===== src/design/ict_pkg.sv =====
package ict_pkg;
  // ---------------------------------------------------------------
  // operation codes
  // ---------------------------------------------------------------
  typedef enum logic [3:0] {
    ICT_OP_SEG_PREFIX,
    ICT_OP_TRAP_STEP,
    ICT_OP_RSH_REG1,
    ICT_OP_RSH_REG_CNT,
    ICT_OP_RSH_MEM1,
    ICT_OP_IEN_SET,
    ICT_OP_SSTR_ONE,
    ICT_OP_SSTR_REP,
    ICT_OP_WAIT,
    ICT_OP_XOR_RR,
    ICT_OP_XOR_RM,
    ICT_OP_XOR_MR
  } ict_op_t;

  // ---------------------------------------------------------------
  // request and result carriers
  // ---------------------------------------------------------------
  typedef struct packed {
    ict_op_t op;
    logic [15:0] dst;
    logic [15:0] src;
    logic [7:0] count;
    logic [5:0] addr_time;
    logic word_op;
    logic odd_addr;
    logic [1:0] seg_sel;
  } ict_req_t;

  typedef struct packed {
    logic [15:0] value;
    logic [15:0] clocks;
    logic [7:0] transfers;
    logic [15:0] flags;
  } ict_res_t;

  // ---------------------------------------------------------------
  // flag bit positions
  // ---------------------------------------------------------------
  localparam int FLAG_CARRY = 0;
  localparam int FLAG_PARITY = 2;
  localparam int FLAG_AUX = 4;
  localparam int FLAG_ZERO = 6;
  localparam int FLAG_SIGN = 7;
  localparam int FLAG_TRAP = 8;
  localparam int FLAG_IE = 9;
  localparam int FLAG_OVF = 11;
  localparam logic [15:0] FLAGS_RESET = 16'h0000;

  // ---------------------------------------------------------------
  // clock figures
  // ---------------------------------------------------------------
  localparam logic [15:0] CLK_SEG = 16'h0002;
  localparam logic [15:0] CLK_TRAP = 16'h0032;
  localparam logic [7:0] XFER_TRAP = 8'h05;
  localparam logic [15:0] CLK_IEN = 16'h0002;
  localparam logic [15:0] CLK_RSH_REG1 = 16'h0002;
  localparam logic [15:0] CLK_RSH_CNT_BASE = 16'h0008;
  localparam logic [15:0] CLK_RSH_PER_BIT = 16'h0004;
  localparam logic [15:0] CLK_RSH_MEM1 = 16'h000f;
  localparam logic [7:0] XFER_RSH_MEM1 = 8'h02;
  localparam logic [15:0] CLK_SSTR_ONE = 16'h000b;
  localparam logic [15:0] CLK_SSTR_BASE = 16'h0009;
  localparam logic [15:0] CLK_SSTR_PER_REP = 16'h000a;
  localparam logic [15:0] CLK_WAIT_BASE = 16'h0003;
  localparam logic [15:0] CLK_WAIT_POLL = 16'h0005;
  localparam logic [15:0] CLK_XOR_RR = 16'h0003;
  localparam logic [15:0] CLK_XOR_RM = 16'h0009;
  localparam logic [15:0] CLK_XOR_MR = 16'h0010;
  localparam logic [7:0] XFER_XOR_RM = 8'h01;
  localparam logic [7:0] XFER_XOR_MR = 8'h02;
  localparam logic [15:0] CLK_WORD_PENALTY = 16'h0004;
endpackage : ict_pkg

===== src/design/ict_core.sv =====
`timescale 1ns/1ps
// Overview of operation
// RULE1 - wide bus: odd word transfer adds four
// RULE2 - narrow bus: every word transfer adds four
// RULE3 - segment prefix: two clocks, redirects next access
// RULE4 - trap set: step interrupt, 50 clocks, clears
// RULE5 - interrupt enable set: two clocks, flag one
// RULE6 - string store: 11, or 9+10 per rep
// RULE7 - wait idles while sync input deasserted
// RULE8 - right shift zero fills, shift timings
// RULE9 - xor clears overflow carry, sets szp
// RULE10 - memory forms add address calculation time
module ict_core #(
  parameter bit NARROW_BUS = 1'b0
) (
  input wire logic core_clk,
  input wire logic rst,
  input wire logic req_valid,
  input wire ict_pkg::ict_req_t req,
  input wire logic sync_in,
  output logic busy,
  output logic done,
  output ict_pkg::ict_res_t res,
  output logic [1:0] seg_active,
  output logic seg_override
);

  // -------------------------------------------------------------
  // helpers
  // -------------------------------------------------------------
  function automatic logic [15:0] word_pen(input logic word_op,
                                           input logic odd_addr,
                                           input logic [7:0] n);
    logic hit;
    hit = 1'b0;
    // RULE1 odd word penalty
    // RULE2 narrow word penalty
    hit = word_op && (NARROW_BUS || odd_addr);
    word_pen = hit ? 16'(ict_pkg::CLK_WORD_PENALTY * n) : 16'h0000;
  endfunction : word_pen

  function automatic logic [15:0] szp(input logic [15:0] f,
                                      input logic [15:0] v,
                                      input logic w);
    logic [15:0] r;
    r = f;
    r[ict_pkg::FLAG_SIGN] = w ? v[15] : v[7];
    r[ict_pkg::FLAG_ZERO] = w ? (v == 16'h0000) : (v[7:0] == 8'h00);
    r[ict_pkg::FLAG_PARITY] = ~^v[7:0];
    szp = r;
  endfunction : szp

  logic [15:0] flags;
  logic waiting;
  logic [15:0] poll_cnt;
  logic [2:0] poll_div;
  logic sync_meta;
  logic sync_q;
  logic seg_pending;

  // -------------------------------------------------------------
  // sync input
  // -------------------------------------------------------------
  // two flops before use
  always_ff @(posedge core_clk) begin
    if (rst) begin
      sync_meta <= 1'b0;
      sync_q <= 1'b0;
    end else begin
      sync_meta <= sync_in;
      sync_q <= sync_meta;
    end
  end

  // -------------------------------------------------------------
  // wait state
  // -------------------------------------------------------------
  // RULE7 idle while sync low
  always_ff @(posedge core_clk) begin
    if (rst) begin
      waiting <= 1'b0;
      poll_cnt <= 16'h0000;
      poll_div <= 3'h0;
    end else if (waiting) begin
      if (sync_q) begin
        waiting <= 1'b0;
      end else if (poll_div == 3'h4) begin
        poll_div <= 3'h0;
        poll_cnt <= poll_cnt + 16'h0001;
      end else begin
        poll_div <= poll_div + 3'h1;
      end
    end else if (req_valid && req.op == ict_pkg::ICT_OP_WAIT) begin
      waiting <= 1'b1;
      poll_cnt <= 16'h0000;
      poll_div <= 3'h0;
    end
  end

  always_ff @(posedge core_clk) begin
    if (rst) begin
      busy <= 1'b0;
    end else begin
      busy <= waiting && !sync_q;
    end
  end

  // -------------------------------------------------------------
  // segment override
  // -------------------------------------------------------------
  // RULE3 redirect next operand access
  always_ff @(posedge core_clk) begin
    if (rst) begin
      seg_pending <= 1'b0;
      seg_active <= 2'h0;
      seg_override <= 1'b0;
    end else if (req_valid && !waiting) begin
      if (req.op == ict_pkg::ICT_OP_SEG_PREFIX) begin
        seg_pending <= 1'b1;
        seg_active <= req.seg_sel;
        seg_override <= 1'b0;
      end else begin
        seg_override <= seg_pending;
        seg_pending <= 1'b0;
      end
    end
  end

  // -------------------------------------------------------------
  // execute and flags
  // -------------------------------------------------------------
  always_ff @(posedge core_clk) begin
    if (rst) begin
      flags <= ict_pkg::FLAGS_RESET;
      done <= 1'b0;
      res <= '0;
    end else begin
      done <= 1'b0;
      if (waiting && sync_q) begin
        // RULE7 wait cost
        done <= 1'b1;
        res.value <= 16'h0000;
        res.clocks <= 16'(ict_pkg::CLK_WAIT_BASE
                          + ict_pkg::CLK_WAIT_POLL * poll_cnt);
        res.transfers <= 8'h00;
        res.flags <= flags;
      end else if (req_valid && !waiting &&
                   req.op != ict_pkg::ICT_OP_WAIT) begin
        done <= 1'b1;
        res.value <= req.dst;
        res.transfers <= 8'h00;
        res.flags <= flags;
        unique case (req.op)
          ict_pkg::ICT_OP_SEG_PREFIX: begin
            // RULE3 prefix cost
            res.clocks <= ict_pkg::CLK_SEG;
          end
          ict_pkg::ICT_OP_TRAP_STEP: begin
            // RULE4 step interrupt
            if (flags[ict_pkg::FLAG_TRAP]) begin
              res.clocks <= 16'(ict_pkg::CLK_TRAP
                                + word_pen(1'b1, req.odd_addr,
                                           ict_pkg::XFER_TRAP));
              res.transfers <= ict_pkg::XFER_TRAP;
              flags[ict_pkg::FLAG_TRAP] <= 1'b0;
              flags[ict_pkg::FLAG_IE] <= 1'b0;
              res.flags <= flags & ~(16'h0001 << ict_pkg::FLAG_TRAP)
                                 & ~(16'h0001 << ict_pkg::FLAG_IE);
            end else begin
              res.clocks <= 16'h0000;
            end
          end
          ict_pkg::ICT_OP_IEN_SET: begin
            // RULE5 enable set
            res.clocks <= ict_pkg::CLK_IEN;
            flags[ict_pkg::FLAG_IE] <= 1'b1;
            res.flags <= flags | (16'h0001 << ict_pkg::FLAG_IE);
          end
          ict_pkg::ICT_OP_RSH_REG1: begin
            // RULE8 zero fill
            res.value <= req.dst >> 1;
            res.clocks <= ict_pkg::CLK_RSH_REG1;
          end
          ict_pkg::ICT_OP_RSH_REG_CNT: begin
            // RULE8 counted shift
            res.value <= req.dst >> req.count;
            res.clocks <= 16'(ict_pkg::CLK_RSH_CNT_BASE
                              + ict_pkg::CLK_RSH_PER_BIT * req.count);
          end
          ict_pkg::ICT_OP_RSH_MEM1: begin
            // RULE10 address time added
            res.value <= req.dst >> 1;
            res.clocks <= 16'(ict_pkg::CLK_RSH_MEM1 + req.addr_time
                              + word_pen(req.word_op, req.odd_addr,
                                         ict_pkg::XFER_RSH_MEM1));
            res.transfers <= ict_pkg::XFER_RSH_MEM1;
          end
          ict_pkg::ICT_OP_SSTR_ONE: begin
            // RULE6 single store
            res.value <= req.src;
            res.clocks <= 16'(ict_pkg::CLK_SSTR_ONE
                              + word_pen(req.word_op, req.odd_addr,
                                         8'h01));
            res.transfers <= 8'h01;
          end
          ict_pkg::ICT_OP_SSTR_REP: begin
            // RULE6 repeated store
            res.value <= req.src;
            res.clocks <= 16'(ict_pkg::CLK_SSTR_BASE
                              + ict_pkg::CLK_SSTR_PER_REP * req.count
                              + word_pen(req.word_op, req.odd_addr,
                                         req.count));
            res.transfers <= req.count;
          end
          ict_pkg::ICT_OP_XOR_RR, ict_pkg::ICT_OP_XOR_RM,
          ict_pkg::ICT_OP_XOR_MR: begin
            // RULE9 xor flags
            res.value <= req.dst ^ req.src;
            flags <= szp(flags, req.dst ^ req.src, req.word_op)
                     & ~(16'h0001 << ict_pkg::FLAG_OVF)
                     & ~(16'h0001 << ict_pkg::FLAG_CARRY);
            res.flags <= szp(flags, req.dst ^ req.src, req.word_op)
                         & ~(16'h0001 << ict_pkg::FLAG_OVF)
                         & ~(16'h0001 << ict_pkg::FLAG_CARRY);
            if (req.op == ict_pkg::ICT_OP_XOR_RR) begin
              res.clocks <= ict_pkg::CLK_XOR_RR;
            end else if (req.op == ict_pkg::ICT_OP_XOR_RM) begin
              // RULE10 address time added
              res.clocks <= 16'(ict_pkg::CLK_XOR_RM + req.addr_time
                                + word_pen(req.word_op, req.odd_addr,
                                           ict_pkg::XFER_XOR_RM));
              res.transfers <= ict_pkg::XFER_XOR_RM;
            end else begin
              res.clocks <= 16'(ict_pkg::CLK_XOR_MR + req.addr_time
                                + word_pen(req.word_op, req.odd_addr,
                                           ict_pkg::XFER_XOR_MR));
              res.transfers <= ict_pkg::XFER_XOR_MR;
            end
          end
          default: begin
            res.clocks <= 16'h0000;
          end
        endcase
      end
      // trap flag loaded by the interrupt enable set op from src bit 8
      if (req_valid && !waiting && req.op == ict_pkg::ICT_OP_IEN_SET &&
          req.src[ict_pkg::FLAG_TRAP]) begin
        flags[ict_pkg::FLAG_TRAP] <= 1'b1;
      end
    end
  end

  // -------------------------------------------------------------
  // checks
  // -------------------------------------------------------------
  a_ien_sets_ie: assert property (@(posedge core_clk) disable iff (rst)
    req_valid && !waiting && req.op == ict_pkg::ICT_OP_IEN_SET |=>
    done && res.flags[ict_pkg::FLAG_IE] && res.clocks == 16'h0002)
    else $error("enable set op wrong"); // RULE5
  a_seg_cost: assert property (@(posedge core_clk) disable iff (rst)
    req_valid && !waiting && req.op == ict_pkg::ICT_OP_SEG_PREFIX |=>
    res.clocks == 16'h0002 && res.transfers == 8'h00)
    else $error("prefix cost wrong"); // RULE3
  a_xor_flags: assert property (@(posedge core_clk) disable iff (rst)
    req_valid && !waiting && req.op == ict_pkg::ICT_OP_XOR_RR |=>
    !res.flags[ict_pkg::FLAG_OVF] && !res.flags[ict_pkg::FLAG_CARRY]
    && res.clocks == 16'h0003)
    else $error("xor result wrong"); // RULE9
  a_rsh_fill: assert property (@(posedge core_clk) disable iff (rst)
    req_valid && !waiting && req.op == ict_pkg::ICT_OP_RSH_REG1 |=>
    res.value == ($past(req.dst) >> 1) && res.clocks == 16'h0002)
    else $error("shift wrong"); // RULE8
  a_sstr_one: assert property (@(posedge core_clk) disable iff (rst)
    req_valid && !waiting && req.op == ict_pkg::ICT_OP_SSTR_ONE
    && !(req.word_op && (NARROW_BUS || req.odd_addr))
    |=> res.clocks == 16'h000b && res.transfers == 8'h01)
    else $error("store cost wrong"); // RULE6
  a_trap_clear: assert property (@(posedge core_clk) disable iff (rst)
    req_valid && !waiting && req.op == ict_pkg::ICT_OP_TRAP_STEP
    && flags[ict_pkg::FLAG_TRAP] |=> res.transfers == 8'h05
    && !flags[ict_pkg::FLAG_TRAP] && !flags[ict_pkg::FLAG_IE])
    else $error("step interrupt wrong"); // RULE4
  a_wait_idle: assert property (@(posedge core_clk) disable iff (rst)
    waiting && !sync_q |=> busy)
    else $error("wait not idle"); // RULE7
  a_word_pen: assert property (@(posedge core_clk) disable iff (rst)
    req_valid && !waiting && req.op == ict_pkg::ICT_OP_XOR_RM
    && req.word_op && (NARROW_BUS || req.odd_addr) |=>
    res.clocks == 16'(16'h000d + $past(req.addr_time)))
    else $error("word penalty wrong"); // RULE1
  a_ea_added: assert property (@(posedge core_clk) disable iff (rst)
    req_valid && !waiting && req.op == ict_pkg::ICT_OP_XOR_MR
    && !(req.word_op && (NARROW_BUS || req.odd_addr))
    |=> res.clocks == 16'(16'h0010 + $past(req.addr_time)))
    else $error("address time missing"); // RULE10

endmodule : ict_core


===== config.mk =====
export PLATFORM = sky130hd
export DESIGN_NAME = ict_core
export DESIGN_NICKNAME = d
export VERILOG_FILES = /design/src/design/ict_pkg.sv /design/src/design/ict_core.sv
export SDC_FILE = /design/constraint.sdc
export NUM_CORES = 1
export LEC_CHECK = 0
export ABC_AREA = 1
export BUFFER_PORTS_ARGS = -buffer_cell sky130_fd_sc_hd__buf_4
export CORE_ASPECT_RATIO = 1.75
export CORE_MARGIN = 2
export CORE_UTILIZATION = 65
export CTS_BUF_LIST = sky130_fd_sc_hd__clkbuf_8
export DETAILED_ROUTE_END_ITERATION = 8
export PLACE_DENSITY = 0.92
export SLEW_MARGIN = 20
export SYNTH_ARGS = -nofsm -noshare
export SYNTH_HDL_FRONTEND = slang
export SYNTH_SLANG_ARGS = --single-unit

===== constraint.sdc =====
create_clock -name core_clk -period 7.1 [get_ports core_clk]
set_input_delay 1.065 -clock core_clk [delete_from_list [all_inputs] [get_ports core_clk]]
set_output_delay 1.065 -clock core_clk [all_outputs]
set_load 0.02 [all_outputs]

==> results of run 1 <==
area by class of cell:
type	count	area [um2]
repair buffers	109	818.3
flip-flops and latches	78	1562
multi-input cells	933	5321
clock inverters	7	65.06
well taps	135	168.9
inverters	123	466.7
fillers	959	2990
clock buffers	9	123.9
power by group through the flow:
stage | clock, W | sequential (W) | combinational [W]
global route | 0.000354 | 0.000465 | 0.000422
global placement | 0 | 0.000473 | 0.000367
finish | 0.000339 | 0.000464 | 0.000385
detailed placement | 0 | 0.000473 | 0.000373
CTS | 0.000339 | 0.000463 | 0.000376
floorplan | 0 | 0.000487 | 0.000246
stage by stage:
step / setup WS [ns] / instances / hold WS [ns] / utilization
after global routing: 3.076 / 1394 / 0.4392 / 0.7403
after global placement: 3.076 / 1378 / 0.3959 / 0.7239
after floorplan: 3.458 / 1185 / 0.3883 / -
after CTS: 3.335 / 1394 / 0.4148 / 0.7403
after detailed placement: 2.966 / 1378 / 0.4015 / 0.7239
final: 3.264 / 1394 / 0.4114 / 0.7403
registers in the layout, summed over array words and instances, names as in the netlist:
signal and flops:
poll_div 3, sync_meta 1, sync_q 1, flags 5, res 45, done 1
seg_active 2, waiting 1, seg_pending 1, busy 1, poll_cnt 16, seg_override 1
cells by family (layout without fill, tap and decap cells):
group                      Yosys count  count (layout)  synth area share
adders and majority gates           87              87            0.1470
and+or+nand+nor                    571             571            0.3391
AOI/OAI and AO/OA                  232             232            0.1710
DFF                                 78              78            0.2052
other                                1              11         0.0004929
buffers and inverters              174             248            0.1003
xor gates and xnor gates            32              32           0.03684
cells in the final DEF, fill, tap and decap left out, types with 11 or more instances in the layout:
cell type,n
nor3_1,16
nor2_1,96
conb_1,11
a21oi_1,100
ha_1,83
a31oi_1,13
xnor2_1,18
buf_4,109
nand3_1,110
nand4_1,47
inv_1,109
xor2_1,14
o21ai_0,76
nand2_1,268
dfxtp_1,78
metal layers:
layer / global-route usage / vias up / wire (um)
met5: 0 / - / 0
met4: 0.3143 / 0 / 2265
met3: 0.06011 / 159 / 1456
met2: 0.7016 / 439 / 12660
met1: 0.3613 / 3886 / 8114
li1: - / 4130 / -
how the worst min path moves through the flow:
stage | startpoint | to | slack (ns) | cells after the start
2_1_floorplan | sync_meta | sync_q | 0.39 | 2
3_3_place_gp | sync_meta | sync_q | 0.40 | 2
3_5_place_dp | sync_meta | sync_q | 0.40 | 2
4_1_cts | sync_meta | sync_q | 0.41 | 2
5_1_grt | sync_meta | sync_q | 0.44 | 2
6_report | sync_meta | sync_q | 0.41 | 2
worst max-delay path: stages:
cell	delay, ns
buf_4	0.19
ha_1	0.31
ha_1	0.17
inv_1	0.06
fa_1	0.40
o21ai_0	0.29
a21oi_1	0.10
o21ai_0	0.19
xor2_1	0.17
ha_1	0.29
a21oi_1	0.18
o21ai_0	0.14
a21o_1	0.17
nand2_1	0.06
nand3_1	0.06
o211ai_1	0.13
nand2_1	0.09
inv_1	0.07
==> summary.txt, run 1 <==
Status
  • Status: complete, but fails checks
  • Violated checks: DRC

STA
  • Peak Freq: 0.2607 GHz
  • Final worst path period share: 0.5403
  • Final setup fails: 0
  • Min Clock Period, post-route: roughly 3.8 ns
  • Unrepaired setup endpoints after global routing: false
  • Max-slew violation count: 0
  • Worst slew pin tran: between 0.9 and 1 ns
  • Worst Skew: 0.009475 ns
  • Post-Route Setup TNS: 0 ns
  • Max-slew headroom: 0.3750
  • Final hold violation count: 0

Clock network
  • Post CTS Setup Buffer Count: 0
  • Worst-skew pair later-pin latency: 0.38 ns
  • Post_cts resized: 0
  • Num CTS Buffers: 9
  • TritonCTS Sinks: 78
  • Number of H-tree levels: 3
  • Hold_buf cts: 0
  • Clock tree buffer depth: 2
  • Clock root buffer: clkbuf_8
  • Clock Pin Slew Worst Setup and Hold Paths: 0.10 ns
  • TritonCTS clock tree: done

Die
  • I/O Pins: 119
  • Die X: ~86 um
  • DIE AREA: around 13000 um2
  • Core Area: between 10000 and 15000 um2
  • Initial Utilization: 0.6607
  • Die Y: 147.1 um
  • FP Rows: 52

Routing
  • Via count: 8614
  • Via-per-instance ratio: roughly 6.2
  • Initial DRC Count: 609
  • Routed Antenna Nets: 0
  • DR pass1 iterations: 9
  • Final wirelength: 24490 um
  • DRC errors left: 5
  • Routed len/inst: between 15 and 20 um

Cells and area
  • Nets: 1399
  • Area Growth Syn to Fin: 12.05%
  • Design area: 8526 um2
  • Share of layout cells above drive strength 1: 0.1350
  • Antenna fix cells: 0

Synth
  • Top cells by count, synth: nand2_1, nand3_1, inv_1, a21oi_1, nor2_1
  • Most common flop cell mapped by yosys: dfxtp_1
  • Synth Register Bits: just under 80
  • Cell taking the most area after synthesis: dfxtp_1
  • Mapped Cells: 1175
  • Yosys Warn Count: 0
  • Part of the Yosys area used for sequential elements: 0.2052
  • Area contributors post-synth: dfxtp_1, ha_1, nand2_1, nand3_1, a21oi_1
  • Distinct cells, synth: 53
  • Post-Syn Area: 7609 um2
  • Count leader, synth: nand2_1
  • Ys async rst share: 0
  • Syn Area/Cell: 6.475 um2
  • Post-synth EDFFs: 0
  • Synth top area share: 0.2052

Pwr
  • Max IR drop VDD: 0.0001051 V
  • Pwr Total: 0.001188 W
  • Comb power frac: 0.324
  • Clk pwr share: 0.286
  • Sw power: 0.0004631 W
  • Leakage: roughly 4.1 nW
  • PwrDens: between 100 and 150 nW/um2
  • Seq pwr share: 0.390
  • Sw frac: 0.3900
  • Cell internal pwr: between 0.0007 and 0.0008 W

GRT
  • GR Util All Layers: 0.3830
  • Number of global-route vias before repair: 8216
  • Largest net degree at the start of global routing: 46
  • First-pass GRT wire length: 38530 um
  • Congestion Overflow GR: 0
  • Initial antenna violation count: 0

Worst setup path
  • Worst setup path category: input pin to register
  • Startpoint Class: input pin
  • CP arrival: 4.16 ns
  • Worst setup endpoint: res[35]
  • Reg2reg end: res[39]
  • Reg2reg setup slack: 4.33 ns
  • Crit-path max FO: 22
  • CP startpoint: req[11]
  • R2R cell count: 12
  • Crit end category: register
  • CP Data Required Time: 7.42 ns
  • RR Startpoint: poll_cnt[4]

Placed design
  • # port buffers: 107
  • DP Area: 8337 um2
  • GPL Wtd Cong: 1.000
  • Final HPWL DP: 19100 um

Hold path
  • Min-Delay Path Class: register to register

Job
  • Max-cap viol count: 0
No activity file was read; power rests on OpenSTA's default activity.
==> inputs of run 2 (changes only) <==
--- a/config.mk
+++ b/config.mk
@@ -9,10 +9,10 @@
 export BUFFER_PORTS_ARGS = -buffer_cell sky130_fd_sc_hd__buf_4
 export CORE_ASPECT_RATIO = 1.75
 export CORE_MARGIN = 2
-export CORE_UTILIZATION = 65
+export CORE_UTILIZATION = 60
 export CTS_BUF_LIST = sky130_fd_sc_hd__clkbuf_8
 export DETAILED_ROUTE_END_ITERATION = 8
-export PLACE_DENSITY = 0.92
+export PLACE_DENSITY = 0.86
 export SLEW_MARGIN = 20
 export SYNTH_ARGS = -nofsm -noshare
 export SYNTH_HDL_FRONTEND = slang
==> constraint.sdc (replaced) <==
create_clock -name core_clk -period 3.7 [get_ports core_clk]
set_input_delay 0.555 -clock core_clk [delete_from_list [all_inputs] [get_ports core_clk]]
set_output_delay 0.555 -clock core_clk [all_outputs]
set_load 0.02 [all_outputs]
==> run 2 against run 1 <==
Compared with the run above: the run now ends clean; non-clock buffer count is 12 higher; sequential cell count stayed put; power is 92% higher; first-iteration DRC count is 30% lower; design area is 1.5% higher; largest power group unchanged; critical path depth is 1 lower; sequential share of layout area is 0.28 points lower; die area is 8.0% higher; worst setup slack worse by 2.7 ns; clock skew is 0.0044 ns lower; global-route usage is 1.1 points lower.
==> summary.txt, run 2 (synthesis results as in run 1) <==
Placed design
  • Final HPWL DP: 20140 um (+5.4%)
  • DP Area: 8468 um2 (+1.6%)
  • Placement Setup Slack: 0.1478 ns (-2.819 ns)
  • # port buffers: 107 (unchanged)
  • GPL Wtd Cong: 1.024 (+2.4%)

Clock network
  • Post CTS Setup Buffer Count: 0 (unchanged)
  • TritonCTS Sinks: 78 (unchanged)
  • TritonCTS clock tree: done
  • Post_cts resized: 0 (unchanged)
  • Hold_buf cts: 0 (unchanged)
  • Worst-skew pair later-pin latency: 0.37 ns (about the same)
  • Number of H-tree levels: 3 (unchanged)
  • Clock tree buffer depth: 2 (unchanged)
  • Num CTS Buffers: 9 (unchanged)
  • Clock root buffer: clkbuf_8
  • Clock Pin Slew Worst Setup and Hold Paths: 0.09 ns (about the same)

Routing
  • Via-per-instance ratio: 5.940 (-3.9%)
  • DR pass1 iterations: 5 (-4)
  • Routed len/inst: 17.64 um (+0.38%)
  • Initial DRC Count: 424 (-30%)
  • Final wirelength: 25380 um (+3.6%)
  • Routed Antenna Nets: 0 (unchanged)
  • Via count: 8548 (-0.77%)
  • DRC errors left: 0 (-5)

STA
  • Max-slew violation count: 0 (unchanged)
  • Max-slew headroom: 0.4536 (+0.07853)
  • Peak Freq: roughly 0.32 GHz
  • Final worst path period share: 0.8549
  • Worst Skew: 0.005039 ns (-0.004437 ns)
  • Unrepaired setup endpoints after global routing: false
  • WHS: 0.3867 ns (-0.02469 ns)
  • Post-Route Setup TNS: 0 ns (unchanged)
  • Final hold violation count: 0 (unchanged)
  • Worst setup margin: 0.5370 ns (-2.727 ns)
  • Min Clock Period, post-route: roughly 3.2 ns
  • Worst slew pin tran: 0.8187 ns (-0.1153 ns)
  • Final setup fails: 0 (unchanged)

GRT
  • GR Util All Layers: 0.3723 (-0.01061)
  • Number of global-route vias before repair: 8323 (+1.3%)
  • GR peak layer: met2
  • Congestion Overflow GR: 0 (unchanged)
  • Met3 GRT Util: 0.07559 (+0.01548)
  • Initial antenna violation count: 0 (unchanged)
  • Largest net degree at the start of global routing: 39 (-15%)
  • Met1 Use GR: 0.3445 (-0.01674)
  • Met2 usage: 0.6832 (-0.01832)
  • First-pass GRT wire length: 39470 um (+2.4%)

Worst setup path
  • Critical Path, Cell by Cell: buf_4, ha_1, ha_1, inv_1, fa_1, o21ai_0, xor2_1, ha_1, ha_1, a21oi_1, o21ai_0, a21oi_1, nand2_1, nand3_1, o211ai_1, nand2_1, inv_1
  • Reg2reg end: res[39]
  • Startpoint Class: input pin
  • R2R cell count: 12 (unchanged)
  • CP max stage delay: 0.40 ns (about the same)
  • Crit-path max FO: 12 (-45%)
  • Slowest-stage cell, CP: fa_1
  • CP Data Required Time: 3.98 ns (-3.44 ns)
  • Crit end category: register
  • CP arrival: 3.44 ns (-0.72 ns)
  • Most numerous cell on the critical path: ha_1
  • Worst setup path category: input pin to register
  • Reg2reg setup slack: 0.74 ns (-3.59 ns)
  • RR Startpoint: poll_cnt[4]

Job
  • Max-cap viol count: 0 (unchanged)

Die
  • Initial Utilization: 0.6120 (-0.04867)
  • DIE AREA: 13630 um2 (+8.0%)
  • Die X: 89.13 um (+3.9%)
  • Die Y: 153.0 um (+4.0%)
  • Core Area: 12430 um2 (+8.0%)
  • FP Rows: 54 (+3.8%)
  • I/O Pins: 119 (unchanged)

Cells and area
  • Design area: 8657 um2 (+1.5%)
  • Share of layout cells above drive strength 1: 0.1432 (+0.008167)
  • Biggest regs: res x45, poll_cnt x16, flags x5
  • Commonest non-fill, non-tap cells in the layout: nand2_1, buf_4, nand3_1, inv_1, a21oi_1
  • Largest register FFs: 45 (unchanged)
  • Nets: 1411 (+0.86%)
  • Most common cell after layout, fill and taps aside: nand2_1
  • Largest Register: res
  • Antenna fix cells: 0 (unchanged)
  • Area Growth Syn to Fin: 13.78%

Pwr
  • Max IR drop VDD: 0.0001829 V (+74%)
  • PwrDens: 262.8 nW/um2 (+89%)
  • Leakage: 4.113 nW (+1.5%)
  • Pwr Total: 0.002275 W (+92%)

Hold path
  • Hold Path Sink: sync_meta
  • Hold Crit Start: sync_in
  • Hold depth: 3 (+1)
  • Min-Delay Path Class: input pin to register

Status
  • Status: finished, final reports clean
==> run 2: power breakdown <==
group / internal [W] / total (W) / leakage (nW) / switching (W)
Combinational: 0.000271 / 0.000740 / 3.39 / 0.000470
Clock: 0.000256 / 0.000646 / 0.0856 / 0.000390
Sequential: 0.000869 / 0.000889 / 0.634 / 0.0000195
Total: 0.00140 / 0.00227 / 4.11 / 0.000879
==> run 2: how the worst max path moves through the flow <==
stage               startpoint  cells after the start       to
floorplan              req[11]                     16  res[35]
global placement       req[13]                     17  res[36]
detailed placement     req[13]                     17  res[36]
CTS                    req[13]                     17  res[36]
global route           req[13]                     18  res[34]
finish                 req[13]                     17  res[35]
==> run 2: layer usage <==
layer,vias up,share of wire
met4,0,0.080
met5,-,0
met1,3887,0.33
met3,126,0.058
li1,4152,-
met2,383,0.53
==> run 2: per-stage QoR <==
| stage | util | cells |
|---|---|---|
| 6_report | 0.6964 | 1439 |
| 5_1_grt | 0.6964 | 1439 |
| 4_1_cts | 0.6964 | 1439 |
| 3_5_place_dp | 0.6812 | 1423 |
| 3_3_place_gp | 0.6812 | 1423 |
| 2_1_floorplan | - | 1185 |
==> run 2: layout make-up <==
class                   count  area (um2)
clock buffers               9       123.9
clock inverters             7       65.06
fillers                  1172        3775
inverters                 123       466.7
multi-input cells         933        5321
flip-flops and latches     78        1562
well taps                 168       210.2
repair buffers            121       908.4
==> run 2: worst max-delay path: cells and delay by family <==
family,cells,cell delay [ns]
xor+xnor,1,0.18
compound gates,5,0.79
simple gates,3,0.21
fa+ha+maj,5,1.43
buf+inv,3,0.26
==> inputs of run 3 (changes only) <==
--- a/config.mk
+++ b/config.mk
@@ -9,10 +9,10 @@
 export BUFFER_PORTS_ARGS = -buffer_cell sky130_fd_sc_hd__buf_4
 export CORE_ASPECT_RATIO = 1.75
 export CORE_MARGIN = 2
-export CORE_UTILIZATION = 60
+export CORE_UTILIZATION = 30
 export CTS_BUF_LIST = sky130_fd_sc_hd__clkbuf_8
 export DETAILED_ROUTE_END_ITERATION = 8
-export PLACE_DENSITY = 0.86
+export PLACE_DENSITY = 0.5
 export SLEW_MARGIN = 20
 export SYNTH_ARGS = -nofsm -noshare
 export SYNTH_HDL_FRONTEND = slang
==> constraint.sdc (replaced) <==
create_clock -name core_clk -period 3.7 [get_ports core_clk]
set_input_delay 0.555 -clock core_clk [delete_from_list [all_inputs] [get_ports core_clk]]
set_output_delay 0.555 -clock core_clk [all_outputs]
set_load 0.1 [all_outputs]
==> run 3 against run 2 <==
Compared with the run above: routed wire length up 12%; cell count up 10%; largest power group is now combinational logic; power up 11%; sequential power about the same; highest routed layer unchanged; hold slack worse by 0.018 ns; clock skew up 0.0074 ns; die area up 96%.
==> summary.txt, run 3 (synthesis results as in run 1) <==
Pwr
  • Pwr Total: 0.002528 W (+11%)
  • Max IR drop VDD: 0.0001419 V (-22%)
  • Leakage: 4.126 nW (+0.30%)
  • PwrDens: 285.8 nW/um2 (+8.8%)

STA
  • Max-slew headroom: 0.3793 (-0.07426)
  • Max-slew violation count: 0 (unchanged)
  • Final worst path period share: 0.8477 (-0.007153)
  • Post-Route Setup TNS: 0 ns (unchanged)
  • Unrepaired setup endpoints after global routing: false
  • Min Clock Period, post-route: 3.137 ns (-0.02647 ns)
  • Final hold violation count: 0 (unchanged)
  • Peak Freq: 0.3188 GHz (+0.84%)
  • Worst Skew: 0.01244 ns (+0.007406 ns)
  • Worst slew pin tran: 0.9300 ns (+0.1113 ns)
  • Final setup fails: 0 (unchanged)

Placed design
  • GPL Wtd Cong: 0.9027 (-12%)
  • # port buffers: 107 (unchanged)
  • Final HPWL DP: 23050 um (+14%)

Cells and area
  • Nets: 1411 (unchanged)
  • Biggest regs: res x45, poll_cnt x16, flags x5
  • Storage cell area: 1562 um2 (unchanged)
  • Area Growth Syn to Fin: 16.23%
  • Largest Register: res
  • Multi-input logic area: 5321 um2 (unchanged)
  • Share of layout cells above drive strength 1: 0.1416 (-0.001574)
  • # fillers: 2743 (+130%)
  • Antenna fix cells: 0 (unchanged)
  • Largest register FFs: 45 (unchanged)
  • Commonest non-fill, non-tap cells in the layout: nand2_1, buf_4, inv_1, nand3_1, a21oi_1
  • Most common cell after layout, fill and taps aside: nand2_1

Hold path
  • Hold Crit Start: sync_in
  • Min-Delay Path Class: input pin to register

Status
  • Status: finished, final reports clean

Routing
  • DR pass1 iterations: 6 (+1)
  • Final wirelength: 28430 um (+12%)
  • Initial DRC Count: 485 (+14%)
  • Routed Antenna Nets: 0 (unchanged)
  • Via count: 8408 (-1.6%)
  • Via-per-instance ratio: 5.298 (-11%)
  • DRC errors left: 0 (unchanged)
  • Routed len/inst: 17.91 um (+1.6%)

Clock network
  • TritonCTS Sinks: 78 (unchanged)
  • Number of H-tree levels: 3 (unchanged)
  • Clock tree buffer depth: 2 (unchanged)
  • Post_cts resized: 0 (unchanged)
  • Hold_buf cts: 0 (unchanged)
  • Clock Pin Slew Worst Setup and Hold Paths: 0.09 ns (about the same)
  • Num CTS Buffers: 9 (unchanged)
  • Worst-skew pair later-pin latency: 0.41 ns (+0.04 ns)
  • Post CTS Setup Buffer Count: 0 (unchanged)
  • TritonCTS clock tree: done
  • Clock root buffer: clkbuf_8

Worst setup path
  • CP Data Required Time: 4.04 ns (+0.06 ns)
  • Crit-path max FO: 12 (unchanged)
  • Crit end category: register
  • CP startpoint: req[13]
  • RR Startpoint: poll_cnt[4]
  • Worst setup path category: input pin to register
  • CP arrival: 3.47 ns (+0.03 ns)
  • Startpoint Class: input pin

Job
  • Max-cap viol count: 0 (unchanged)

Die
  • Initial Utilization: 0.3026 (-0.3094)
  • Core Area: 25150 um2 (+100%)
  • Die X: 124.4 um (+40%)
  • FP Rows: 77 (+43%)
  • I/O Pins: 119 (unchanged)
  • DIE AREA: 26700 um2 (+96%)
  • Die Y: 214.7 um (+40%)

GRT
  • Initial antenna violation count: 0 (unchanged)
  • Congestion Overflow GR: 0 (unchanged)
  • First-pass GRT wire length: 44240 um (+12%)
  • Largest net degree at the start of global routing: 43 (+10%)
  • Number of global-route vias before repair: 8255 (-0.82%)
  • GR Util All Layers: 0.2116 (-0.1607)
-- run 3: changes by cell type in the layout (fill, tap and decap cells not counted) --
| cell | change |
|---|---|
| inv_6 | -2 |
| clkinv_8 | -1 |
| clkinvlp_4 | -1 |
| inv_1 | +2 |
| bufinv_16 | +1 |
| clkinv_2 | +1 |
-- run 3: path summary, 6_finish.rpt --
path,end,slack (ns),depth (start not counted)
worst min-delay path,sync_meta,0.37,3
worst max-delay path,res[34],0.56,18
worst max register to register,res[39],0.91,12
worst min register to register,sync_q,0.41,2
-- run 3: per-layer routing --
metal  vias to the layer above  wire length (um)  GRT usage
met5                         -                 0          0
met4                         0              1944     0.1419
met3                        84               942    0.02645
met2                       260             16050     0.4240
met1                      3914              9486     0.1927
li1                       4150                 -          -
-- run 3: critical path, cell delays in order --
cell	delay, ns
buf_4	0.16
ha_1	0.30
ha_1	0.36
a21oi_1	0.16
nand2_1	0.11
a21oi_1	0.13
o21ai_0	0.10
xor2_1	0.16
ha_1	0.31
ha_1	0.35
a21oi_1	0.17
o21a_1	0.16
nand2_1	0.08
nand2_1	0.06
nand3_1	0.06
nand2_1	0.06
nand2_1	0.05
a31oi_1	0.14
-- run 3: where the power goes --
part | switching, W | leakage (nW) | internal [W]
clock | 0.000383 | 0.0982 | 0.000308
combinational | 0.000673 | 3.39 | 0.000273
sequential | 0.0000218 | 0.634 | 0.000869
-- run 3: area by class of cell --
cell class / count / area share
Clock inverter: 7 / 0.007499
Sequential cell: 78 / 0.1766
Tap cell: 316 / 0.04471
Multi-Input combinational cell: 933 / 0.6017
Inverter: 123 / 0.05277
Clock buffer: 9 / 0.01401
Timing Repair Buffer: 121 / 0.1027
-- run 3: stage by stage --
stage	worst slack, ns	hold WS, ns	instances	cell area (um2)	utilization
2_1_floorplan	0.5666	0.3883	1185	7646	-
3_3_place_gp	0.1566	0.4018	1571	8653	0.3441
3_5_place_dp	0.1452	0.4019	1571	8653	0.3441
4_1_cts	0.5942	0.3289	1587	8843	0.3517
5_1_grt	0.2720	0.3770	1587	8843	0.3517
6_report	0.5634	0.3682	1587	8843	0.3517
